`src/inc/trd_defines.svh`:
```
`ifndef TRD_DEFINES_SVH
`define TRD_DEFINES_SVH

// Chain select indices
`define TRD_SEL_RANGE_BASE  8'h30
`define TRD_SEL_R1_LOWER    8'h30
`define TRD_SEL_R1_UPPER    8'h31
`define TRD_SEL_R2_LOWER    8'h32
`define TRD_SEL_R2_UPPER    8'h33
`define TRD_SEL_EDGE1       8'h34
`define TRD_SEL_EDGE2       8'h35
`define TRD_SEL_T1_LIM_LOW  8'h38
`define TRD_SEL_T1_LIM_HIGH 8'h39
`define TRD_SEL_T2_LIM_LOW  8'h3A
`define TRD_SEL_T2_LIM_HIGH 8'h3B

// Chain geometry
`define TRD_WORD_BITS       32
`define TRD_CELL_BITS       16
`define TRD_RANGE_CELLS     32
`define TRD_RANGE_BITS      512
`define TRD_EDGE_CELLS      16
`define TRD_EDGE_BITS       256
`define TRD_TMR_BITS        36
`define TRD_TMR_HIGH_BITS   4

// Cell patterns
`define TRD_CMP_TARGET_ZERO 16'hAAAA
`define TRD_CMP_TARGET_ONE  16'h5555
`define TRD_CMP_PASSTHROUGH 16'hFFFF
`define TRD_RISE_LOW_BIT    16'h0A0A
`define TRD_FALL_LOW_BIT    16'h5050
`define TRD_RISE_HIGH_BIT   16'h00CC
`define TRD_FALL_HIGH_BIT   16'h3300

// Reset values and last shift count
`define TRD_SEL_RESET       8'h00
`define TRD_TMR_LIM_RESET   36'h000000000
`define TRD_SHIFT_CNT_LAST  5'h1F

// Timer tick
`define TRD_TMR_TICK_NS     10

`endif

```
`src/inc/trd_pkg.sv`:
```
package trd_pkg;

  typedef struct packed {
    logic [1:0] range1;   // [1] upper hit, [0] lower hit
    logic [1:0] range2;
    logic       edge1;
    logic       edge2;
    logic       timer1;
    logic       timer2;
  } trd_hits_t;

  typedef struct packed {
    logic start;
    logic stop;
    logic clear;
  } trd_tmr_cmd_t;

  typedef enum logic {
    TRD_SHIFT_IDLE,
    TRD_SHIFT_RUN
  } trd_shift_state_t;

endpackage : trd_pkg

```
`src/hdl/trd_detectors.sv`:
```
`timescale 1ns/1ps
`include "trd_defines.svh"
module trd_detectors
  import trd_pkg::*;
(
  input  wire logic         i_clk_sys,     // System clock
  input  wire logic         i_rst_n,       // Async reset, active low
  input  wire logic         i_sel_we,      // Chain select write strobe
  input  wire logic [7:0]   i_sel_data,    // Chain select value
  input  wire logic         i_chain_we,    // Chain data write strobe
  input  wire logic [31:0]  i_chain_data,  // Chain data word
  input  wire logic [31:0]  i_sample,      // Sample, same clock domain
  input  wire trd_tmr_cmd_t i_tmr1_cmd,    // Timer 1 sequencer command
  input  wire trd_tmr_cmd_t i_tmr2_cmd,    // Timer 2 sequencer command
  output trd_hits_t         o_hits,        // Hits to trigger sums
  output logic              o_busy         // Chain shift in progress
);

  // Carry chain magnitude compare; returns final carry-out
  function automatic logic range_carry(input logic [511:0] ch,
                                       input logic [31:0]  s);
    logic c;
    logic p;
    c = 1'b0;
    p = 1'b0;
    for (int k = 0; k < `TRD_RANGE_CELLS; k++) begin
      p = ch[k*`TRD_CELL_BITS + {3'b000, s[k]}];
      c = p ? c : s[k];
    end
    return c;
  endfunction : range_carry

  // Any edge cell firing
  function automatic logic edge_any(input logic [255:0] ch,
                                    input logic [31:0]  cur,
                                    input logic [31:0]  dly);
    logic       h;
    logic [3:0] a;
    h = 1'b0;
    a = 4'h0;
    for (int j = 0; j < `TRD_EDGE_CELLS; j++) begin
      a = {dly[2*j+1], dly[2*j], cur[2*j+1], cur[2*j]};
      h = h | ch[j*`TRD_CELL_BITS + a];
    end
    return h;
  endfunction : edge_any

  // Reset release
  logic rst_meta_reg;
  logic rst_n_reg;

  always_ff @(posedge i_clk_sys or negedge i_rst_n) begin
    if (!i_rst_n) begin
      rst_meta_reg <= 1'b0;
      rst_n_reg    <= 1'b0;
    end else begin
      rst_meta_reg <= 1'b1;
      rst_n_reg    <= rst_meta_reg;
    end
  end

  // Chain select
  logic [7:0] sel_reg;

  always_ff @(posedge i_clk_sys or negedge rst_n_reg) begin
    if (!rst_n_reg) begin
      sel_reg <= `TRD_SEL_RESET;
    end else if (i_sel_we) begin
      sel_reg <= i_sel_data;
    end
  end

  // Serial loader
  trd_shift_state_t shift_state_reg;
  logic [4:0]       shift_cnt_reg;
  logic [31:0]      shift_word_reg;
  logic [7:0]       shift_sel_reg;
  logic             shift_bit;
  logic             chain_sel_ok;
  logic             word_take;

  assign chain_sel_ok = (sel_reg >= `TRD_SEL_R1_LOWER) &&
                        (sel_reg <= `TRD_SEL_EDGE2);
  assign word_take    = i_chain_we && (shift_state_reg == TRD_SHIFT_IDLE);
  assign shift_bit    = shift_word_reg[31 - shift_cnt_reg];

  always_ff @(posedge i_clk_sys or negedge rst_n_reg) begin
    if (!rst_n_reg) begin
      shift_state_reg <= TRD_SHIFT_IDLE;
      shift_cnt_reg   <= 5'h00;
      shift_word_reg  <= 32'h0000_0000;
      shift_sel_reg   <= `TRD_SEL_RESET;
    end else begin
      case (shift_state_reg)
        TRD_SHIFT_IDLE: begin
          if (word_take && chain_sel_ok) begin
            shift_state_reg <= TRD_SHIFT_RUN;
            shift_cnt_reg   <= 5'h00;
            shift_word_reg  <= i_chain_data;
            shift_sel_reg   <= sel_reg;
          end
        end
        TRD_SHIFT_RUN: begin
          shift_cnt_reg <= shift_cnt_reg + 5'h01;
          if (shift_cnt_reg == `TRD_SHIFT_CNT_LAST) begin
            shift_state_reg <= TRD_SHIFT_IDLE;
          end
        end
        default: begin
          shift_state_reg <= TRD_SHIFT_IDLE;
        end
      endcase
    end
  end

  // Lookup chains; cell k occupies bits [16k+15:16k]
  logic [511:0] r1_lo_reg;
  logic [511:0] r1_hi_reg;
  logic [511:0] r2_lo_reg;
  logic [511:0] r2_hi_reg;
  logic [255:0] e1_reg;
  logic [255:0] e2_reg;
  logic         shifting;

  assign shifting = (shift_state_reg == TRD_SHIFT_RUN);

  always_ff @(posedge i_clk_sys or negedge rst_n_reg) begin
    if (!rst_n_reg) begin
      r1_lo_reg <= '0;
      r1_hi_reg <= '0;
      r2_lo_reg <= '0;
      r2_hi_reg <= '0;
      e1_reg    <= '0;
      e2_reg    <= '0;
    end else if (shifting) begin
      case (shift_sel_reg)
        `TRD_SEL_R1_LOWER: r1_lo_reg <= {r1_lo_reg[510:0], shift_bit};
        `TRD_SEL_R1_UPPER: r1_hi_reg <= {r1_hi_reg[510:0], shift_bit};
        `TRD_SEL_R2_LOWER: r2_lo_reg <= {r2_lo_reg[510:0], shift_bit};
        `TRD_SEL_R2_UPPER: r2_hi_reg <= {r2_hi_reg[510:0], shift_bit};
        `TRD_SEL_EDGE1:    e1_reg    <= {e1_reg[254:0], shift_bit};
        `TRD_SEL_EDGE2:    e2_reg    <= {e2_reg[254:0], shift_bit};
        default: begin
        end
      endcase
    end
  end

  // Timer limits, written directly
  logic [35:0] t1_lim_reg;
  logic [35:0] t2_lim_reg;

  always_ff @(posedge i_clk_sys or negedge rst_n_reg) begin
    if (!rst_n_reg) begin
      t1_lim_reg <= `TRD_TMR_LIM_RESET;
      t2_lim_reg <= `TRD_TMR_LIM_RESET;
    end else if (word_take) begin
      case (sel_reg)
        `TRD_SEL_T1_LIM_LOW:  t1_lim_reg[31:0]  <= i_chain_data;
        `TRD_SEL_T1_LIM_HIGH: t1_lim_reg[35:32] <= i_chain_data[3:0];
        `TRD_SEL_T2_LIM_LOW:  t2_lim_reg[31:0]  <= i_chain_data;
        `TRD_SEL_T2_LIM_HIGH: t2_lim_reg[35:32] <= i_chain_data[3:0];
        default: begin
        end
      endcase
    end
  end

  // Sample and delayed sample
  logic [31:0] sample_reg;
  logic [31:0] delayed_sample_bit_reg;

  always_ff @(posedge i_clk_sys or negedge rst_n_reg) begin
    if (!rst_n_reg) begin
      sample_reg             <= 32'h0000_0000;
      delayed_sample_bit_reg <= 32'h0000_0000;
    end else begin
      sample_reg             <= i_sample;
      delayed_sample_bit_reg <= sample_reg;
    end
  end

  // Timers
  logic [35:0] t1_cnt_reg;
  logic [35:0] t2_cnt_reg;
  logic        t1_run_reg;
  logic        t2_run_reg;

  always_ff @(posedge i_clk_sys or negedge rst_n_reg) begin
    if (!rst_n_reg) begin
      t1_run_reg <= 1'b0;
      t1_cnt_reg <= 36'h000000000;
    end else begin
      if (i_tmr1_cmd.start) begin
        t1_run_reg <= 1'b1;
      end else if (i_tmr1_cmd.stop) begin
        t1_run_reg <= 1'b0;
      end
      if (i_tmr1_cmd.clear) begin
        t1_cnt_reg <= 36'h000000000;
      end else if (t1_run_reg && (t1_cnt_reg != '1)) begin
        t1_cnt_reg <= t1_cnt_reg + 36'h000000001;
      end
    end
  end

  always_ff @(posedge i_clk_sys or negedge rst_n_reg) begin
    if (!rst_n_reg) begin
      t2_run_reg <= 1'b0;
      t2_cnt_reg <= 36'h000000000;
    end else begin
      if (i_tmr2_cmd.start) begin
        t2_run_reg <= 1'b1;
      end else if (i_tmr2_cmd.stop) begin
        t2_run_reg <= 1'b0;
      end
      if (i_tmr2_cmd.clear) begin
        t2_cnt_reg <= 36'h000000000;
      end else if (t2_run_reg && (t2_cnt_reg != '1)) begin
        t2_cnt_reg <= t2_cnt_reg + 36'h000000001;
      end
    end
  end

  // Hit outputs
  always_ff @(posedge i_clk_sys or negedge rst_n_reg) begin
    if (!rst_n_reg) begin
      o_hits <= '0;
    end else begin
      o_hits.range1[0] <= range_carry(r1_lo_reg, sample_reg);
      o_hits.range1[1] <= ~range_carry(r1_hi_reg, sample_reg);
      o_hits.range2[0] <= range_carry(r2_lo_reg, sample_reg);
      o_hits.range2[1] <= ~range_carry(r2_hi_reg, sample_reg);
      o_hits.edge1  <= edge_any(e1_reg, sample_reg,
                                delayed_sample_bit_reg);
      o_hits.edge2  <= edge_any(e2_reg, sample_reg,
                                delayed_sample_bit_reg);
      o_hits.timer1 <= ~i_tmr1_cmd.clear &&
                       (t1_cnt_reg >= t1_lim_reg);
      o_hits.timer2 <= ~i_tmr2_cmd.clear &&
                       (t2_cnt_reg >= t2_lim_reg);
    end
  end

  always_ff @(posedge i_clk_sys or negedge rst_n_reg) begin
    if (!rst_n_reg) begin
      o_busy <= 1'b0;
    end else begin
      o_busy <= (shift_state_reg == TRD_SHIFT_IDLE) ?
                (word_take && chain_sel_ok) :
                (shift_cnt_reg != `TRD_SHIFT_CNT_LAST);
    end
  end
endmodule : trd_detectors

```
`config.mk`:
```
export PLATFORM = sky130hd
export DESIGN_NAME = trd_detectors
export DESIGN_NICKNAME = d
export VERILOG_FILES = /design/src/inc/trd_pkg.sv /design/src/hdl/trd_detectors.sv
export VERILOG_INCLUDE_DIRS = /design/src /design/src/inc
export SDC_FILE = /design/constraint.sdc
export NUM_CORES = 2
export LEC_CHECK = 0
export ABC_AREA = 0
export BUFFER_PORTS_ARGS = -buffer_cell sky130_fd_sc_hd__buf_2
export CORE_MARGIN = 1.5
export CORE_UTILIZATION = 57
export CTS_CLUSTER_SIZE = 8
export DETAILED_ROUTE_END_ITERATION = 7
export PLACE_DENSITY = 0.81
export SYNTH_ARGS = -nofsm -noshare
export SYNTH_HDL_FRONTEND = slang
export SYNTH_SLANG_ARGS = --single-unit
```
`constraint.sdc`:
```
create_clock -name i_clk_sys -period 84.8 [get_ports i_clk_sys]
set_input_delay 16.96 -clock i_clk_sys [delete_from_list [all_inputs] [get_ports i_clk_sys]]
set_output_delay 16.96 -clock i_clk_sys [all_outputs]
set_load 0.01 [all_outputs]
```
# [Word level (Yosys, flattened, before mapping)]
# Cells that the tools add are included.
[word_totals] wordCells=669 ff_bits=2835 in_bits=82 out_inout_bits=9
[op_classes] bitwise_logic=35 n_lt_le_gt_ge=53 add_sub_neg=50 mux=464 n_eq_ne=15 n_reduce_logical=22
[ops] op="$bmux W1 S9" n=124
[ops] op="$lt A32 B9 Y1 const B" n=10
[ops] op="$mux W1" n=300
[ops] op="$bmux W1 S8" n=30
[ops] op="$add A9 B1 Y10 const A" n=16
[ops] op="$lt A10 B10 Y1 const B" n=16
[ops] op="$mux W36" n=4
[ops] op="$eq A8 B6 Y1 const B" n=10
[ops] op="$lt A9 B10 Y1 const B" n=8
[ops] op="$add A36 B1 Y36 const B" n=2
[ops] op="$add A8 B1 Y9 const A" n=8
[ops] op="$add A8 B4 Y9 const A" n=8
[ops] op="$ge A36 B36 Y1" n=2
[ops] op="$ne A36 B36 Y1 const B" n=2
[ops] op="$lt A8 B10 Y1 const B" n=4
[ops] op="$add A7 B1 Y8 const A" n=4
[ops] op="$add A7 B4 Y8 const A" n=4
[ops] op="$lt A32 B6 Y1 const B" n=1
[ops] op="$or A1 B1 Y1" n=30
[ops] op="$reduce_and A2 Y1" n=11
[ops] op="$lt A7 B10 Y1 const B" n=2
[ops] op="$lt A7 B9 Y1 const B" n=2
[ops] op="$lt A8 B9 Y1 const B" n=2
[ops] op="$add A6 B1 Y7 const A" n=2
[ops] op="other kinds (22)" n=37

# [Depth between registers and ports, before layout]
[depth] depth_word=35 ltp_mapped=10 ltp_nobuf=9

# [Least setup slack after synthesis]
# Ideal clock, no wire load.
[synth_path] path_type="in2reg" start="input i_chain_we" end="register t1_lim_reg[0]" setup_ns=0.125 t_required_ns=84.675 n_path_buf=0 stages=5 t_arrival_ns=18.364 slack_ns=66.312 path_cell_list="nor4b_1 -> nand3_1 -> nor3b_1 -> nor3b_2 -> mux2_2"
[synth_between] elab_chain_len=2
[synth_rtl] element="start: declaration" line="trd_detectors.sv:10" text="input wire logic i_chain_we,"
[synth_rtl] element="$logic_and A1 B1 Y1" line="trd_detectors.sv:84" text="assign word_take = i_chain_we && (shift_state_reg == TRD_SHIFT_IDLE);"
[synth_rtl] element="$reduce_and A2 Y1 (no line)"
[synth_rtl] element="end signal: assignment" line="trd_detectors.sv:155" text="t1_lim_reg <= `TRD_TMR_LIM_RESET;"
[synth_rtl] element="end signal: assignment" line="trd_detectors.sv:159" text="`TRD_SEL_T1_LIM_LOW: t1_lim_reg[31:0] <= i_chain_data;"
[synth_rtl] element="end: declaration" line="trd_detectors.sv:150" text="logic [35:0] t1_lim_reg;"
# Every way passes these cells.
# A chain may end at the register's enable or synchronous reset.

# [Final worst setup path]
# Ends and elaborated chain as after synthesis.

==> flow_metrics.env <==
export IMPL_status="complete, but fails checks"
export IMPL_violations="max-capacitance violations, max-slew violations"
export IMPL_dr_pass1_iters=6
export IMPL_htreeDepth=5
export IMPL_swShare_pct=22.5
export IMPL_port_buffers=90
export IMPL_place_congestion=0.914
export IMPL_leakage_nw=69.3
export IMPL_cts_resized=0
export IMPL_cp_end_kind="register"
export IMPL_final_setup_skew_ps=87.1
export IMPL_synth_seq_cells=2778
export IMPL_arrival_ps=19720
export IMPL_fmax_mhz=52.8
export IMPL_clock_sinks=2778
export IMPL_cts_tree="done"
export IMPL_synthArstFlopShare_pct=100
export IMPL_dieArea_um2=198000
export IMPL_syn_area_per_cell_um2=9.03
export IMPL_slew_headroom_pct=-5.17
export IMPL_totalWireLength_um=247000
export IMPL_critical_path_class="input port to register"
export IMPL_ir_worst_vdd_uv=19.7
export IMPL_drc=0
export IMPL_rows=162
export IMPL_power_density_nw_per_um2=23.1
export IMPL_critPathRequiredTime_ps=85580
export IMPL_cp_start_kind="input port"
export IMPL_nets=12400
export IMPL_synth_edf_count=0
export IMPL_clk_pin_slew_ps=50
export IMPL_vias=81300
export IMPL_synth_area_um2=111000
export IMPL_worstPathCellList="buf_2 -> nor4b_1 -> nand3_1 -> nor3b_1 -> nor3b_4 -> buf_4 -> mux2_2"
export IMPL_grt_pass1_vias=81100
export IMPL_slowest_stage="nor3b_4"
export IMPL_postCtsSetupRepairBufs=0
export IMPL_slew_violations=2
export IMPL_drv_cap=1
export IMPL_grt_setup_unrepaired="no"
export IMPL_root_buffer="clkbuf_16"
export IMPL_pwr_share_comb_pct=4.4
export IMPL_grt_overflow_total=0
export IMPL_dp_hpwl_um=149000
export IMPL_finalCriticalPeriod_ps=18940
export IMPL_clkPwrFrac_pct=47.6
export IMPL_track_usage_pct=25.3
export IMPL_start_util_pct=57.3
export IMPL_cts_buffers=398
export IMPL_drt_iter0_drc=7953
export IMPL_fin_tns_setup_ps=0
export IMPL_period_share_pct=22.3
export IMPL_dieHeight_um=445
export IMPL_routed_via_density=5.48
export IMPL_p_seq_share_pct=48.0
export IMPL_antenna_found_initial=3
export IMPL_synth_yosys_seq_area_share_pct=62.4
export IMPL_grt_max_degree=235
export IMPL_grt_pass1_wl_um=412000
export IMPL_path_max_fanout=39
export IMPL_yosysWarnings=0
export IMPL_avgRoutedWirePerCell_um=16.6
export IMPL_fin_area_um2=124000
export IMPL_synth_cells=12300
export IMPL_core_um2=195000
export IMPL_hold_ws_ps=355
export IMPL_stdcell_count=14800
export IMPL_hold_viol=0
export IMPL_area_growth_pct=10.9
export IMPL_hp_class="register to register"
export IMPL_ioPinCount=91
export IMPL_syn_nets=12500
export IMPL_cts_hold_fix_buffers=0
export IMPL_internal_power_mw=2.21
export IMPL_finalSetupViolCount=0
export IMPL_clk_latency_ps=990
export IMPL_placed_cell_area_um2=113000
export IMPL_fp_dieW_um=445
export IMPL_detail_route_antenna_nets=0
export IMPL_drive_gt1_share_pct=6.59
export IMPL_synthFlopType="dfrtp_1"
export IMPL_worstMarginPinSlew_ps=1560
export IMPL_placedCellCount=14400
export IMPL_ys_types=79
export IMPL_clock_path_buffers=4
export IMPL_slowest_delay_ps=890
export IMPL_switchingPower_uw=642
-- critical path, delay by kind of cell --
family,cells,cell delay [ps]
simple gates,4,1790
buf+inv,2,580
mux,1,380
-- worst paths after layout --
path	from	to	slack [ps]	depth (start not counted)
worst min-delay path	rst_meta_reg	rst_n_reg	350	0
max in group asynchronous	i_rst_n	rst_n_reg	68890	1
min in group asynchronous	rst_n_reg	r2_lo_reg[201]	400	0
worst max register to register	rst_n_reg	r1_lo_reg[495]	79400	5
worst min register to register	rst_meta_reg	rst_n_reg	350	0
worst max-delay path	i_chain_we	t1_lim_reg[0]	65860	7
-- synthesized netlist by cell type (all sizes together) (58+ instances only) --
cell / n / area share [%]
nand2: 7537 / 25
dfrtp: 2778 / 62
clkbuf: 462 / 1.6
buf: 183 / 0.82
o21ai: 163 / 0.73
inv: 145 / 0.49
nor2: 117 / 0.39
mux4: 108 / 2.2
o22ai: 78 / 0.44
ha: 76 / 0.85
mux2: 70 / 0.71
mux2i: 58 / 0.52
-- layer usage --
metal / global-route usage [%] / vias to the layer above / share of wire (%)
li1: - / 38000 / -
met1: 33.9 / 40400 / 41
met2: 41.3 / 2285 / 49
met3: 4.08 / 599 / 5.4
met4: 10.6 / 4 / 4.1
met5: 0 / - / 0.012
-- cell usage in the layout (no fill, tap or decap), types with 14 or more instances in the layout --
cell and instances:
clkbuf_16 402, nor3_1 28, mux4_2 108, nand3_1 53
nand2b_1 29, a21o_1 17, a21oi_1 53, mux2i_1 58
nand2_1 7535, o22ai_1 78, dfrtp_1 2776, a22oi_1 14
nand4_1 50, mux2_2 69, xor2_1 39, buf_4 92
a31oi_1 14, nor2_1 115, xnor2_1 14, nor2b_1 23
and3_1 23, o21ai_0 163, inv_1 145, nand3b_1 14
ha_1 76, buf_2 90
-- stage by stage --
| stage | setup slack (ps) | power, mW | utilization (%) |
|---|---|---|---|
| 5_1_grt | 65750 | 2.94 | 63.5 |
| 4_1_cts | 65940 | 2.87 | 63.5 |
| 3_5_place_dp | 65000 | 1.51 | 58.3 |
| 6_report | 65860 | 2.85 | 63.5 |
| 2_1_floorplan | 1630 | 1.48 | - |
| 3_3_place_gp | 65040 | 1.51 | 58.3 |
-- power groups by stage --
| stage | Combinational [mW] | Clock [mW] | Sequential (mW) |
|---|---|---|---|
| global placement | 0.123 | 0 | 1.39 |
| detailed placement | 0.126 | 0 | 1.39 |
| finish | 0.124 | 1.36 | 1.37 |
| global route | 0.139 | 1.43 | 1.37 |
| CTS | 0.127 | 1.38 | 1.37 |
| floorplan | 0.0706 | 0 | 1.41 |
-- layout make-up --
| type | count | area, um2 |
|---|---|---|
| sequential | 2778 | 69500 |
| fill | 14700 | 71000 |
| clock buffer | 408 | 10100 |
| multi-input combinational | 8767 | 38800 |
| clock inverter | 10 | 113 |
| inverter | 145 | 544 |
| tap | 2542 | 3180 |
| antenna | 2 | 5.00 |
| timing repair buffer | 192 | 1340 |
-- kinds of logic after synthesis --
| kind of cell | synth area share, % |
|---|---|
| other | 0.00337 |
| xor gates and xnor gates | 0.417 |
| muxes | 3.41 |
| buffers and inverters | 2.87 |
| AOI/OAI and AO/OA | 2.57 |
| adders and majority gates | 0.854 |
| and+or+nand+nor | 27.5 |
| DFF | 62.4 |
Power figures use the tool's default switching activity.
